**src/pwmcc_pkg.sv**
```systemverilog
// Purpose: shared constants and types of the pwm channel mode and phase control block
// Assumes: 32-bit apb data, each register one aligned word, 16 data bits used
// Notes: offsets are byte addresses
`default_nettype none
package pwmcc_pkg;
  localparam int DW = 16;
  localparam int AW = 12;
  // ----------------------------------------------------------------
  // register offsets
  // ----------------------------------------------------------------
  localparam logic [AW-1:0] OFF_CTRL = 12'h000;
  localparam logic [AW-1:0] OFF_DUTY = 12'h004;
  localparam logic [AW-1:0] OFF_PHASE = 12'h008;
  localparam logic [AW-1:0] OFF_SPHASE = 12'h00C;
  localparam logic [AW-1:0] OFF_DTIME = 12'h010;
  localparam logic [AW-1:0] OFF_PERIOD = 12'h014;
  localparam logic [AW-1:0] OFF_OUTMODE = 12'h018;
  localparam logic [AW-1:0] OFF_INT_STAT = 12'h01C;
  localparam logic [AW-1:0] OFF_INT_MASK = 12'h020;
  localparam logic [AW-1:0] OFF_STATUS = 12'h024;
  // ----------------------------------------------------------------
  // control register fields
  // ----------------------------------------------------------------
  localparam int B_IUE = 0;
  localparam int B_EXT_PERIOD_RESET_CTL = 1;
  localparam int B_CAM = 2;
  localparam int B_MASTER_TIMEBASE_SEL = 3;
  localparam int B_DTC_LO = 6;
  localparam int B_DTC_HI = 7;
  localparam int B_ITB = 9;
  localparam logic [DW-1:0] CTRL_WMASK = 16'h02CF;
  localparam logic [DW-1:0] REG_RESET = 16'h0000;
  localparam logic [DW-1:0] CENTER_LSB_MASK = 16'hFFF8;
  localparam logic [DW-1:0] CENTER_PERIOD_ADD = 16'h0004;
  localparam logic [DW-1:0] ONE = 16'h0001;
  // interrupt status bits
  localparam int N_EV = 3;
  localparam int EV_BOUNDARY = 0;
  localparam int EV_EXT_RESET = 1;
  localparam int EV_UPDATE = 2;
  // ----------------------------------------------------------------
  // encodings
  // ----------------------------------------------------------------
  localparam logic [1:0] DTC_POS = 2'h0;
  localparam logic [1:0] DTC_NEG = 2'h1;
  localparam logic [1:0] DTC_OFF = 2'h2;
  localparam logic [1:0] OM_COMPL = 2'h0;
  localparam logic [1:0] OM_INDEP = 2'h3;
  typedef enum logic [1:0] {DT_POSITIVE, DT_NEGATIVE, DT_NONE} pwmcc_dt_t;
endpackage
`default_nettype wire

```
**src/pwmcc_timebase.sv**
```systemverilog
// Purpose: local pwm time base counter, edge or center aligned
// Assumes: i_tick is a one-cycle enable from the selected master time base
// Notes: o_boundary pulses once per period
`default_nettype none
module pwmcc_timebase import pwmcc_pkg::*; (
  // clock and reset
  input wire logic i_clk,
  input wire logic i_resetn,
  // control
  input wire logic i_tick,
  input wire logic i_restart,
  input wire logic i_center,
  input wire logic [DW-1:0] i_period,
  // state
  output logic [DW-1:0] o_count,
  output logic o_down,
  output logic o_boundary
);
  logic [DW-1:0] count_reg, count_next;
  logic down_reg, down_next;
  logic wrap_up, wrap_down;

  assign wrap_up = (count_reg >= i_period);
  assign wrap_down = (count_reg == REG_RESET);
  // center mode counts up then down, one boundary at the bottom
  assign o_boundary = i_tick & ~i_restart & (i_center ? (down_reg & wrap_down) : wrap_up);

  always_comb begin
    count_next = count_reg;
    down_next = down_reg;
    if (i_restart) begin
      count_next = REG_RESET;
      down_next = 1'b0;
    end else if (i_tick) begin
      if (!i_center) begin
        down_next = 1'b0;
        count_next = wrap_up ? REG_RESET : count_reg + ONE;
      end else if (down_reg) begin
        down_next = ~wrap_down;
        count_next = wrap_down ? count_reg + ONE : count_reg - ONE;
      end else begin
        down_next = wrap_up;
        count_next = wrap_up ? count_reg - ONE : count_reg + ONE;
      end
    end
  end

  always_ff @(posedge i_clk or negedge i_resetn) begin
    if (!i_resetn) begin
      count_reg <= REG_RESET;
      down_reg <= 1'b0;
    end else begin
      count_reg <= count_next;
      down_reg <= down_next;
    end
  end

  assign o_count = count_reg;
  assign o_down = down_reg;
endmodule
`default_nettype wire

```
**src/pwmcc_channel.sv**
```systemverilog
// Purpose: per-channel pwm mode, update and phase control with apb registers
// Assumes: master time base ticks and syncs come from logic on i_clk
// Notes: current-limit input is asynchronous and is synchronised here
//
// What this block does
// - Dead-time field 00 gives positive dead time, 01 negative in complementary mode, 10 none, 11 reserved.
// - Master time base select picks the secondary master tick and sync when one and the secondary is present, else the primary.
// - Center-align enable chooses center-aligned counting when set, edge-aligned when clear.
// - Center-align enable is ignored unless independent time base is selected.
// - In center-aligned operation the low three bits of duty, phase and dead time are ignored.
// - With external reset enabled in independent mode a current-limit event restarts the time base.
// - Immediate update applies new values at once, otherwise synchronised to the local time base.
// - The secondary phase holds a 16-bit low-side value used only in independent output mode with independent time base.
// - With shared time base, modes 00-10 ignore secondary phase; mode 11 uses primary as low phase.
// - With independent time base and mode 11 the primary phase is the low-side period.
// - Control bits five and four always read zero.
//
// Design decisions made here: the APB register port and the placing of the registers.
`default_nettype none
module pwmcc_channel import pwmcc_pkg::*; (
  // clock and reset
  input wire logic i_clk,
  input wire logic i_resetn,
  // apb slave
  input wire logic i_psel,
  input wire logic i_penable,
  input wire logic i_pwrite,
  input wire logic [AW-1:0] i_paddr,
  input wire logic [31:0] i_pwdata,
  output logic [31:0] o_prdata,
  output logic o_pready,
  output logic o_pslverr,
  // master time bases
  input wire logic i_pri_tick,
  input wire logic i_pri_sync,
  input wire logic i_sec_tick,
  input wire logic i_sec_sync,
  input wire logic i_sec_present,
  // current-limit source pin
  input wire logic i_current_limit,
  // channel outputs
  output logic [DW-1:0] o_count,
  output logic o_center,
  output logic [DW-1:0] o_active_duty,
  output logic [DW-1:0] o_active_phase,
  output logic [DW-1:0] o_active_dtime,
  output logic [DW-1:0] o_low_phase,
  output logic [DW-1:0] o_low_period,
  output pwmcc_dt_t o_dead_mode,
  output logic o_pwm_high,
  output logic o_irq
);
  // ----------------------------------------------------------------
  // apb decode
  // ----------------------------------------------------------------
  function automatic logic hit(input logic [AW-1:0] a, input logic [AW-1:0] off);
    hit = (a == off);
  endfunction

  logic setup, access, wr, rd, mapped;
  logic wr_ctrl, wr_duty, wr_phase, wr_sphase, wr_dtime, wr_period, wr_mode, wr_mask;
  logic rd_stat;
  logic [DW-1:0] wdata;

  assign setup = i_psel & ~i_penable;
  assign access = i_psel & i_penable;
  assign wr = access & i_pwrite;
  assign rd = access & ~i_pwrite;
  assign wdata = i_pwdata[DW-1:0];
  assign mapped = hit(i_paddr, OFF_CTRL) | hit(i_paddr, OFF_DUTY) | hit(i_paddr, OFF_PHASE)
    | hit(i_paddr, OFF_SPHASE) | hit(i_paddr, OFF_DTIME) | hit(i_paddr, OFF_PERIOD)
    | hit(i_paddr, OFF_OUTMODE) | hit(i_paddr, OFF_INT_STAT) | hit(i_paddr, OFF_INT_MASK)
    | hit(i_paddr, OFF_STATUS);
  assign wr_ctrl = wr & hit(i_paddr, OFF_CTRL);
  assign wr_duty = wr & hit(i_paddr, OFF_DUTY);
  assign wr_phase = wr & hit(i_paddr, OFF_PHASE);
  assign wr_sphase = wr & hit(i_paddr, OFF_SPHASE);
  assign wr_dtime = wr & hit(i_paddr, OFF_DTIME);
  assign wr_period = wr & hit(i_paddr, OFF_PERIOD);
  assign wr_mode = wr & hit(i_paddr, OFF_OUTMODE);
  assign wr_mask = wr & hit(i_paddr, OFF_INT_MASK);
  assign rd_stat = rd & hit(i_paddr, OFF_INT_STAT);
  // zero wait states: the slave answers in the first access cycle
  assign o_pready = access;
  assign o_pslverr = access & ~mapped;

  // ----------------------------------------------------------------
  // software registers
  // ----------------------------------------------------------------
  logic [DW-1:0] ctrl_reg, duty_reg, phase_reg, sphase_reg, dtime_reg, period_reg;
  logic [1:0] mode_reg;
  logic [N_EV-1:0] stat_reg, stat_next, mask_reg, events;
  logic [31:0] rdata_reg;

  always_ff @(posedge i_clk or negedge i_resetn) begin
    if (!i_resetn) begin
      ctrl_reg <= REG_RESET;
      duty_reg <= REG_RESET;
      phase_reg <= REG_RESET;
      sphase_reg <= REG_RESET;
      dtime_reg <= REG_RESET;
      period_reg <= REG_RESET;
      mode_reg <= OM_COMPL;
      mask_reg <= '0;
    end else begin
      if (wr_ctrl) ctrl_reg <= wdata & CTRL_WMASK;
      if (wr_duty) duty_reg <= wdata;
      if (wr_phase) phase_reg <= wdata;
      if (wr_sphase) sphase_reg <= wdata;
      if (wr_dtime) dtime_reg <= wdata;
      if (wr_period) period_reg <= wdata;
      if (wr_mode) mode_reg <= wdata[1:0];
      if (wr_mask) mask_reg <= wdata[N_EV-1:0];
    end
  end

  logic independent_timebase_sel, center_align_en, ext_period_reset_ctl, immediate_update_en, master_timebase_sel;
  logic [1:0] dead_time_ctl;
  assign independent_timebase_sel = ctrl_reg[B_ITB];
  assign center_align_en = ctrl_reg[B_CAM];
  assign ext_period_reset_ctl = ctrl_reg[B_EXT_PERIOD_RESET_CTL];
  assign immediate_update_en = ctrl_reg[B_IUE];
  assign master_timebase_sel = ctrl_reg[B_MASTER_TIMEBASE_SEL];
  assign dead_time_ctl = ctrl_reg[B_DTC_HI:B_DTC_LO];

  // ----------------------------------------------------------------
  // time base selection and current-limit restart
  // ----------------------------------------------------------------
  logic use_sec, tb_tick, tb_sync, center_eff;
  logic cl_meta_reg, cl_sync_reg, cl_prev_reg, cl_event, ext_restart, tb_restart;

  // secondary only when it exists, so a missing one cannot stall the channel
  assign use_sec = master_timebase_sel & i_sec_present;
  assign tb_tick = use_sec ? i_sec_tick : i_pri_tick;
  assign tb_sync = use_sec ? i_sec_sync : i_pri_sync;
  assign center_eff = center_align_en & independent_timebase_sel;

  always_ff @(posedge i_clk or negedge i_resetn) begin
    if (!i_resetn) begin
      cl_meta_reg <= 1'b0;
      cl_sync_reg <= 1'b0;
      cl_prev_reg <= 1'b0;
    end else begin
      cl_meta_reg <= i_current_limit;
      cl_sync_reg <= cl_meta_reg;
      cl_prev_reg <= cl_sync_reg;
    end
  end

  assign cl_event = cl_sync_reg & ~cl_prev_reg;
  // the pin has no effect while external reset is off
  assign ext_restart = cl_event & ext_period_reset_ctl & independent_timebase_sel;
  // a shared time base follows the master's sync; an independent one does not
  assign tb_restart = ext_restart | (~independent_timebase_sel & tb_sync);

  // ----------------------------------------------------------------
  // active values and update
  // ----------------------------------------------------------------
  logic [DW-1:0] act_duty_reg, act_phase_reg, act_sphase_reg, act_dtime_reg, act_period_reg;
  logic pend_reg, any_wr, boundary, apply;
  logic [DW-1:0] tb_period, cnt, lsb_mask;
  logic tb_down;

  assign any_wr = wr_duty | wr_phase | wr_sphase | wr_dtime | wr_period;
  assign apply = pend_reg & boundary;

  always_ff @(posedge i_clk or negedge i_resetn) begin
    if (!i_resetn) begin
      pend_reg <= 1'b0;
    end else if (any_wr && !immediate_update_en) begin
      pend_reg <= 1'b1;
    end else if (apply || any_wr) begin
      // an immediate write copies every active value, so nothing stays pending
      pend_reg <= 1'b0;
    end
  end

  always_ff @(posedge i_clk or negedge i_resetn) begin
    if (!i_resetn) begin
      act_duty_reg <= REG_RESET;
      act_phase_reg <= REG_RESET;
      act_sphase_reg <= REG_RESET;
      act_dtime_reg <= REG_RESET;
      act_period_reg <= REG_RESET;
    end else if ((immediate_update_en && any_wr) || apply) begin
      // immediate mode copies on the write; otherwise at the boundary
      act_duty_reg <= immediate_update_en && wr_duty ? wdata : duty_reg;
      act_phase_reg <= immediate_update_en && wr_phase ? wdata : phase_reg;
      act_sphase_reg <= immediate_update_en && wr_sphase ? wdata : sphase_reg;
      act_dtime_reg <= immediate_update_en && wr_dtime ? wdata : dtime_reg;
      act_period_reg <= immediate_update_en && wr_period ? wdata : period_reg;
    end
  end

  // independent time base runs from its own period register
  assign tb_period = act_period_reg;

  pwmcc_timebase u_timebase (
    .i_clk(i_clk),
    .i_resetn(i_resetn),
    .i_tick(tb_tick),
    .i_restart(tb_restart),
    .i_center(center_eff),
    .i_period(tb_period),
    .o_count(cnt),
    .o_down(tb_down),
    .o_boundary(boundary)
  );

  // ----------------------------------------------------------------
  // mode dependent outputs
  // ----------------------------------------------------------------
  logic indep_mode;
  logic [DW-1:0] duty_eff, phase_eff, sphase_eff, dtime_eff;
  pwmcc_dt_t dead_mode;

  assign lsb_mask = center_eff ? CENTER_LSB_MASK : ~REG_RESET;
  assign duty_eff = act_duty_reg & lsb_mask;
  assign phase_eff = act_phase_reg & lsb_mask;
  assign sphase_eff = act_sphase_reg & lsb_mask;
  assign dtime_eff = act_dtime_reg & lsb_mask;
  assign indep_mode = (mode_reg == OM_INDEP);

  // negative dead time exists only for complementary output; 11 acts as off
  assign dead_mode = (dead_time_ctl == DTC_POS) ? DT_POSITIVE :
    ((dead_time_ctl == DTC_NEG) && (mode_reg == OM_COMPL)) ? DT_NEGATIVE : DT_NONE;

  logic [DW-1:0] low_phase_reg, low_period_reg;
  logic [DW-1:0] low_phase_next, low_period_next;
  // secondary phase matters only with independent output and time base
  assign low_phase_next = (indep_mode && independent_timebase_sel) ? sphase_eff : phase_eff;
  // otherwise the low side shares the channel period
  assign low_period_next = (indep_mode && independent_timebase_sel) ? phase_eff : tb_period;

  always_ff @(posedge i_clk or negedge i_resetn) begin
    if (!i_resetn) begin
      low_phase_reg <= REG_RESET;
      low_period_reg <= REG_RESET;
      o_pwm_high <= 1'b0;
      o_dead_mode <= DT_POSITIVE;
    end else begin
      low_phase_reg <= low_phase_next;
      low_period_reg <= low_period_next;
      o_pwm_high <= (cnt < duty_eff);
      o_dead_mode <= dead_mode;
    end
  end

  assign o_count = cnt;
  assign o_center = center_eff;
  assign o_active_duty = duty_eff;
  assign o_active_phase = phase_eff;
  assign o_active_dtime = dtime_eff;
  assign o_low_phase = low_phase_reg;
  assign o_low_period = low_period_reg;

  // ----------------------------------------------------------------
  // interrupt status, read clears, set wins
  // ----------------------------------------------------------------
  assign events = {apply, ext_restart, boundary};
  // software clears here by reading; the controller flag is its own job
  // only the bits that the read returned clear, so a setup-edge event survives
  assign stat_next = (stat_reg & ~(rd_stat ? rdata_reg[N_EV-1:0] : '0)) | events;

  always_ff @(posedge i_clk or negedge i_resetn) begin
    if (!i_resetn) begin
      stat_reg <= '0;
    end else begin
      stat_reg <= stat_next;
    end
  end

  assign o_irq = |(stat_reg & mask_reg);

  // ----------------------------------------------------------------
  // read data, captured in the setup cycle
  // ----------------------------------------------------------------
  logic [DW-1:0] rd_val;
  assign rd_val = hit(i_paddr, OFF_CTRL) ? ctrl_reg :
    hit(i_paddr, OFF_DUTY) ? duty_reg :
    hit(i_paddr, OFF_PHASE) ? phase_reg :
    hit(i_paddr, OFF_SPHASE) ? sphase_reg :
    hit(i_paddr, OFF_DTIME) ? dtime_reg :
    hit(i_paddr, OFF_PERIOD) ? period_reg :
    hit(i_paddr, OFF_OUTMODE) ? {14'h0000, mode_reg} :
    hit(i_paddr, OFF_INT_STAT) ? {13'h0000, stat_reg} :
    hit(i_paddr, OFF_INT_MASK) ? {13'h0000, mask_reg} :
    hit(i_paddr, OFF_STATUS) ? {14'h0000, tb_down, pend_reg} : REG_RESET;

  always_ff @(posedge i_clk or negedge i_resetn) begin
    if (!i_resetn) begin
      rdata_reg <= 32'h00000000;
    end else if (setup && !i_pwrite) begin
      rdata_reg <= {16'h0000, rd_val};
    end
  end
  assign o_prdata = rdata_reg;

  // ----------------------------------------------------------------
  // checks
  // ----------------------------------------------------------------
  property p_dead_time;
    @(posedge i_clk) disable iff (!i_resetn)
      (dead_time_ctl == DTC_OFF) |=> (o_dead_mode == DT_NONE);
  endproperty
  a_dead_time: assert property (p_dead_time) else $error("dead time off not honoured");

  property p_tb_select;
    @(posedge i_clk) disable iff (!i_resetn)
      (!independent_timebase_sel && master_timebase_sel && i_sec_present && i_sec_sync && !ext_restart) |=> (cnt == REG_RESET);
  endproperty
  a_tb_select: assert property (p_tb_select) else $error("secondary sync ignored");

  property p_center_ignored;
    @(posedge i_clk) disable iff (!i_resetn)
      !independent_timebase_sel |-> !o_center;
  endproperty
  a_center_ignored: assert property (p_center_ignored) else $error("center without itb");

  property p_center_on;
    @(posedge i_clk) disable iff (!i_resetn)
      (independent_timebase_sel && center_align_en) |-> o_center;
  endproperty
  a_center_on: assert property (p_center_on) else $error("center mode not entered");

  property p_lsb;
    @(posedge i_clk) disable iff (!i_resetn)
      o_center |-> (o_active_duty[2:0] == 3'h0 && o_active_dtime[2:0] == 3'h0);
  endproperty
  a_lsb: assert property (p_lsb) else $error("low bits kept in center mode");

  property p_ext_reset;
    @(posedge i_clk) disable iff (!i_resetn)
      ($rose(cl_sync_reg) && ext_period_reset_ctl && independent_timebase_sel) |=> (cnt == REG_RESET) && stat_reg[EV_EXT_RESET];
  endproperty
  a_ext_reset: assert property (p_ext_reset) else $error("external reset missed");

  property p_immediate;
    @(posedge i_clk) disable iff (!i_resetn)
      (immediate_update_en && wr_duty) |=> (act_duty_reg == $past(wdata)) && !pend_reg;
  endproperty
  a_immediate: assert property (p_immediate) else $error("immediate update late");

  property p_sync_hold;
    @(posedge i_clk) disable iff (!i_resetn)
      (!immediate_update_en && wr_duty && !apply) |=> pend_reg && (act_duty_reg == $past(act_duty_reg));
  endproperty
  a_sync_hold: assert property (p_sync_hold) else $error("sync update applied early");

  property p_low_period;
    @(posedge i_clk) disable iff (!i_resetn)
      (independent_timebase_sel && indep_mode) |=> (o_low_period == $past(phase_eff));
  endproperty
  a_low_period: assert property (p_low_period) else $error("low period not primary");

  property p_sphase_unused;
    @(posedge i_clk) disable iff (!i_resetn)
      !(indep_mode && independent_timebase_sel) |=> (o_low_phase == $past(phase_eff));
  endproperty
  a_sphase_unused: assert property (p_sphase_unused) else $error("secondary phase leaked");

  property p_ctrl_zero;
    @(posedge i_clk) disable iff (!i_resetn)
      (setup && !i_pwrite && hit(i_paddr, OFF_CTRL)) |=> (o_prdata[5:4] == 2'h0);
  endproperty
  a_ctrl_zero: assert property (p_ctrl_zero) else $error("bits five and four nonzero");

  c_sync_apply: cover property (@(posedge i_clk) disable iff (!i_resetn) apply);
  c_ext_reset: cover property (@(posedge i_clk) disable iff (!i_resetn) ext_restart);
  c_center_turn: cover property (@(posedge i_clk) disable iff (!i_resetn) o_center && $rose(tb_down));
endmodule
`default_nettype wire

```
**config.mk**
```make
export PLATFORM = sky130hd
export DESIGN_NAME = pwmcc_channel
export DESIGN_NICKNAME = d
export VERILOG_FILES = /design/src/pwmcc_pkg.sv /design/src/pwmcc_timebase.sv /design/src/pwmcc_channel.sv
export SDC_FILE = /design/constraint.sdc
export NUM_CORES = 1
export LEC_CHECK = 0
export BUFFER_PORTS_ARGS = -buffer_cell sky130_fd_sc_hd__buf_4
export CAP_MARGIN = 5
export CORE_MARGIN = 4
export CORE_UTILIZATION = 30
export CTS_CLUSTER_SIZE = 16
export DETAILED_ROUTE_END_ITERATION = 7
export HOLD_SLACK_MARGIN = 0.12
export PLACE_DENSITY = 0.43
export SYNTH_ARGS = -nofsm -noshare
export SYNTH_HDL_FRONTEND = slang
export SYNTH_SLANG_ARGS = --single-unit
```
**constraint.sdc**
```tcl
create_clock -name i_clk -period 3.6 [get_ports i_clk]
set_clock_uncertainty 0.15 [all_clocks]
set_input_delay 0.36 -clock i_clk [delete_from_list [all_inputs] [get_ports i_clk]]
set_output_delay 0.36 -clock i_clk [all_outputs]
set_load 0.02 [all_outputs]
```
Word level (Yosys, flattened, before mapping)

Index checks and enable logic that the tools add are counted.

Reduce and logical (&&, ||, !) cells: 21
Bitwise gates (word level): 53
Equal/unequal tests: 11
Mux-type cells: 37
$lt $le $gt $ge: 2
$add $sub $neg: 2

Operator list:

| cell                    | count |
|---|---|
| $mux W16                | 20 |
| $and A16 B16 Y16        | 4 |
| $eq A12 B5 Y1 const B   | 4 |
| $and A1 B1 Y1           | 24 |
| $eq A12 B4 Y1 const B   | 2 |
| $eq A12 B6 Y1 const B   | 2 |
| $add A16 B1 Y16 const B | 1 |
| $ge A16 B16 Y1          | 1 |
| $logic_not A16 Y1       | 1 |
| $lt A16 B16 Y1          | 1 |
| $sub A16 B1 Y16 const B | 1 |
| $mux W3                 | 5 |
| $or A1 B1 Y1            | 14 |
| $eq A12 B3 Y1 const B   | 1 |
| $logic_not A12 Y1       | 1 |
| $logic_and A1 B1 Y1     | 10 |
| $mux W1                 | 9 |
| $not A1 Y1              | 7 |
| $and A3 B3 Y3           | 2 |
| $mux W2                 | 3 |
| $logic_not A2 Y1        | 2 |
| $reduce_bool A2 Y1      | 2 |
| $not A3 Y3              | 1 |
| $or A3 B3 Y3            | 1 |
| 5 further kinds         | 7 |

Word-level logic and storage cells: 151
Input bits: 55
Output and inout bits: 135
Register bits: 247

Logic depth before layout (Yosys ltp)

Depth in word-level cells: 12
Depth in mapped cells: 11
Depth with buffers taken out: 9

Modules after synthesis

A second synthesis with hierarchy kept.

Cell total of the unflattened synthesis: 1308
Area, all modules: 13412.9 um2

By module, submodules not included:

| module         | area each (um2) | instances | sequential area each (um2) | cells an instance |
|---|---|---|---|---|
| pwmcc_channel  | 11461.0         | 1         | 5755.5                     | 1058 |
| pwmcc_timebase | 1951.9          | 1         | 425.4                      | 250 |

Worst setup path after synthesis

No wires, ideal clock.

Path type: reg-to-reg
Start: register u_timebase.count_reg[0], in the netlist u_timebase.o_count[0]
End: register act_dtime_reg[0]
Setup time: 0.128 ns
Setup slack: 0.583 ns
Buffers on the path: 2
Cell stages (with the launch flop): 12
Data arrival time: 2.740 ns
Required time: 3.322 ns
Period minus slack after synthesis: 3.017 ns
Cells stage by stage: dfrtp_1 inv_1 ha_1 nor2b_1 o21ai_0 a41oi_2 o31ai_1 o21a_2 a22o_1 buf_6 buf_6 mux2_1

Word-level cells in the longest chain between the ends: 6
Elaborated cells on any way between the ends: 7
Those cells by class: order compare (1); mux (1); bitwise (3); reduce/logical (2)

RTL lines:

| what                                                                   | RTL line             | source |
|---|---|---|
| from (decl)                                                            | pwmcc_timebase.sv:19 | `logic [DW-1:0] count_reg, count_next;` |
| from (signal assigned)                                                 | pwmcc_timebase.sv:53 | `count_reg <= count_next;` |
| parallel branches: the longest is 2 deep, another holds $ge A16 B16 Y1 | --                   |  |
| $mux W1 (*)                                                            | pwmcc_timebase.sv:26 | `assign o_boundary = i_tick & ~i_restart & (i_center ? (down_reg & wrap_down) : wrap_up);` |
| $and A1 B1 Y1 (*)                                                      | pwmcc_timebase.sv:26 |  |
| $and A1 B1 Y1 (*)                                                      | pwmcc_channel.sv:165 | `assign apply = pend_reg & boundary;` |
| $logic_or A1 B1 Y1 (*)                                                 | pwmcc_channel.sv:185 | `end else if ((immediate_update_en && any_wr) \|\| apply) begin` |
| to (signal assigned)                                                   | pwmcc_channel.sv:190 | `act_dtime_reg <= immediate_update_en && wr_dtime ? wdata : dtime_reg;` |
| to (decl)                                                              | pwmcc_channel.sv:159 | `logic [DW-1:0] act_duty_reg, act_phase_reg, act_sphase_reg, act_dtime_reg, act_period_reg;` |

Mark *: on every way between the ends.
A chain may end at the register's enable or synchronous reset.

Final worst setup path

Start: register u_timebase.count_reg[0], in the netlist u_timebase.o_count[0]
End: register act_dtime_reg[14]

The elaborated chain is that of the path after synthesis.

==> results.json <==
{
  "ys_async_sr_fraction_pct": 100.0,
  "cts_sinks": 247,
  "status": "complete, no violations",
  "tightest_slew_ns": 0.7349,
  "totalWireLength_um": 42080,
  "finalHoldViolCount": 0,
  "slew_headroom_pct": 50.68,
  "power.static_leakage_nw": 8.072,
  "synth_cell_type_count": 75,
  "setup_slack_ns": 0.4628,
  "clock-root-buffer": "clkbuf_16",
  "start_util_pct": 30.42,
  "synth_top_area_share_pct": 45.85,
  "synth_edf_count": 0,
  "final_core_util_pct": 36.87,
  "yosysTopAreaCell": "dfrtp_1",
  "area.growth.synth_to_final_pct": 21.20,
  "die_area_mm2": 0.04839,
  "via_count": 9371,
  "fin_tns_setup_ns": 0,
  "netlist_area_mm2": 0.01348,
  "setup_viol": 0,
  "drive_above_1_share_pct": 36.73,
  "cts_tree": "yes",
  "critPathLaunchType": "flop",
  "crit_chain": "inv_1 -> ha_1 -> nor2b_1 -> o21ai_0 -> a41oi_2 -> o31ai_1 -> o21a_2 -> a22o_4 -> buf_12 -> mux2_1",
  "end_kind": "flop",
  "clock_latency_ns": 0.57,
  "syn_area_per_cell_um2": 11.70,
  "grt_pass1_wl_um": 63320,
  "io_pins": 190,
  "grt-ovfl-total": 0,
  "required_ns": 3.90,
  "drt-wirelength-per-cell_um": 21.94,
  "critPathMaxStageDelay_ns": 0.44,
  "grt_pass1_vias": 9649,
  "max-cap-violations": 0,
  "post-place-ws_ns": 0.4130,
  "power_density_mw_per_mm2": 410.2,
  "slew_violations": 0,
  "cts_max_level": 1,
  "antenna_found_initial": 0,
  "ys_ff_latch": 247,
  "die_w_um": 220.0,
  "grt_use_total_pct": 17.20,
  "rsz0062_at_grt": "no",
  "nets": 1391,
  "worstPathArrival_ns": 3.44,
  "place_inst": 1841,
  "drcViolationCount": 0,
  "peakVddDrop_mv": 0.3301,
  "gp_congestion": 0.8553,
  "fin_crit_ns": 3.137,
  "core-area_mm2": 0.04432,
  "io_buffers": 157,
  "hold_class": "input pin to flop",
  "cts.reportedPaths.clkPinSlew_ns": 0.06,
  "max_freq_mhz": 318.8,
  "synth-seq-area-share_pct": 45.85,
  "critPathMaxFanout": 37,
  "synthFlopType": "dfrtp_1",
  "cts_buffers": 31,
  "num_rows": 77,
  "synthTopCellsByArea": "dfrtp_1 (46%), mux2_2 (15%), mux2i_1 (5.8%)",
  "synth_cells": 1152,
  "antenna_left": 0,
  "fin_cells": 1918,
  "slowest_stage": "o31ai_1",
  "dp_hpwl_um": 29860,
  "ys_warn_count": 0,
  "grt_max_degree": 85,
  "clock_path_buffers": 3,
  "holdWs_ns": 0.1732,
  "cts_setup_buffers": 0,
  "antennaDiodeCount": 0,
  "die_h_um": 220.0,
  "viasPerCell": 4.886,
  "fin_crit_sh_pct": 87.14,
  "drt_iter0_drc": 540,
  "dr.pass1.iters": 5,
  "critPathKind": "flop to flop"
}
==> path summary, 6_finish.rpt <==
kind / from / to / slack (ns) / cells after the start
hold / removal: i_sec_sync / u_timebase.o_count[7] / 0.17 / 5
setup / recovery: u_timebase.o_count[0] / act_dtime_reg[14] / 0.46 / 10
max in group asynchronous: i_resetn / act_dtime_reg[7] / 2.22 / 3
hold reg to reg: cl_meta_reg / cl_sync_reg / 0.20 / 0
min in group asynchronous: i_resetn / o_pwm_high / 0.21 / 2
setup reg to reg: u_timebase.o_count[0] / act_dtime_reg[14] / 0.46 / 10
==> report_power, final <==
group	leakage (nW)	total, W	switching, W	internal (W)
Clock	0.480	0.00306	0.00124	0.00182
Combinational	4.40	0.000787	0.000503	0.000284
Sequential	3.19	0.00286	0.0000373	0.00282
==> cells in the mapped netlist, types with 5 or more instances <==
| library cell | count |
|---|---|
| nand4_1 | 8 |
| nor2_1 | 37 |
| buf_2 | 13 |
| a21o_1 | 7 |
| nand2_1 | 62 |
| buf_1 | 16 |
| nand3_1 | 22 |
| inv_1 | 43 |
| ha_1 | 34 |
| mux2_2 | 174 |
| and2_1 | 15 |
| dfrtp_1 | 247 |
| a221oi_1 | 21 |
| nand2b_1 | 8 |
| buf_4 | 57 |
| nor3_1 | 15 |
| a22o_1 | 5 |
| mux2_4 | 39 |
| nor2b_1 | 5 |
| buf_6 | 8 |
| a21oi_1 | 31 |
| mux2_1 | 18 |
| o221ai_1 | 7 |
| o21ai_0 | 42 |
| and3_1 | 12 |
| clkbuf_1 | 31 |
| xnor2_1 | 7 |
| a31oi_1 | 5 |
| mux2i_1 | 78 |
==> worst max-delay path: cells and delay by family (launching register included) <==
| family | cells | cell delay [ns] |
|---|---|---|
| adders and majority gates | 1 | 0.29 |
| and+or+nand+nor | 1 | 0.04 |
| DFF | 1 | 0.35 |
| buffers and inverters | 2 | 0.37 |
| muxes | 1 | 0.35 |
| AOI/OAI and AO/OA | 5 | 1.40 |
==> layer usage <==
metal / track usage [%] / up-vias / part of all wire, %
met3: 2.510 / 43 / 4.5
met1: 24.15 / 4724 / 46
met5: 0 / - / 0
li1: - / 4400 / -
met4: 3.601 / 0 / 1.7
met2: 28.30 / 204 / 47
==> repair_timing <==
item                                   CTS  global route
gates resized for setup                  0             0
endpoints found under the hold margin  225             0
hold buffers                            20             0
==> stage by stage <==
| stage | total power, W | instance area (um2) |
|---|---|---|
| 2_1_floorplan | 0.003312 | 13540 |
| 3_3_place_gp | 0.003678 | 15140 |
| 3_5_place_dp | 0.003680 | 15140 |
| 4_1_cts | 0.006809 | 16340 |
| 5_1_grt | 0.006999 | 16340 |
| 6_report | 0.006701 | 16340 |
==> layout make-up <==
type / count / area [um2]
multi-input cells: 752 / 6449
inverters: 43 / 161.4
clock buffers: 51 / 930.9
clock inverters: 6 / 63.81
fillers: 4442 / 27980
flip-flops and latches: 247 / 6181
well taps: 592 / 740.7
repair buffers: 227 / 1812
==> cells in the final DEF (no fill, tap or decap), types with 5 or more instances in the layout <==
cell type / count
dfrtp_1: 247
buf_4: 202
mux2_2: 174
mux2i_1: 78
nand2_1: 62
inv_1: 43
o21ai_0: 42
mux2_4: 39
nor2_1: 37
ha_1: 34
a21oi_1: 31
clkbuf_16: 31
a221oi_1: 21
nand3_1: 21
dlygate4sd3_1: 20
mux2_1: 18
conb_1: 16
and2_1: 15
nor3_1: 15
and3_1: 12
clkbuf_1: 12
nand2b_1: 8
nand4_1: 8
clkbuf_8: 8
o221ai_1: 7
a21o_1: 7
xnor2_1: 7
a31oi_1: 5
nor2b_1: 5
==> cell families (layout without fill, tap and decap cells) <==
family                     count (synthesis)  after routing  share of synthesized area, %
DFF                                      247            247                         45.85
adders and majority gates                 34             34                         3.156
and+or+nand+nor                          224            224                         9.198
xor gates and xnor gates                  10             10                        0.6498
buffers and inverters                    168            327                         6.831
AOI/OAI and AO/OA                        159            159                         8.112
other                                      1             16                       0.02782
muxes                                    309            309                         26.17
No activity file was read; power rests on OpenSTA's default activity.
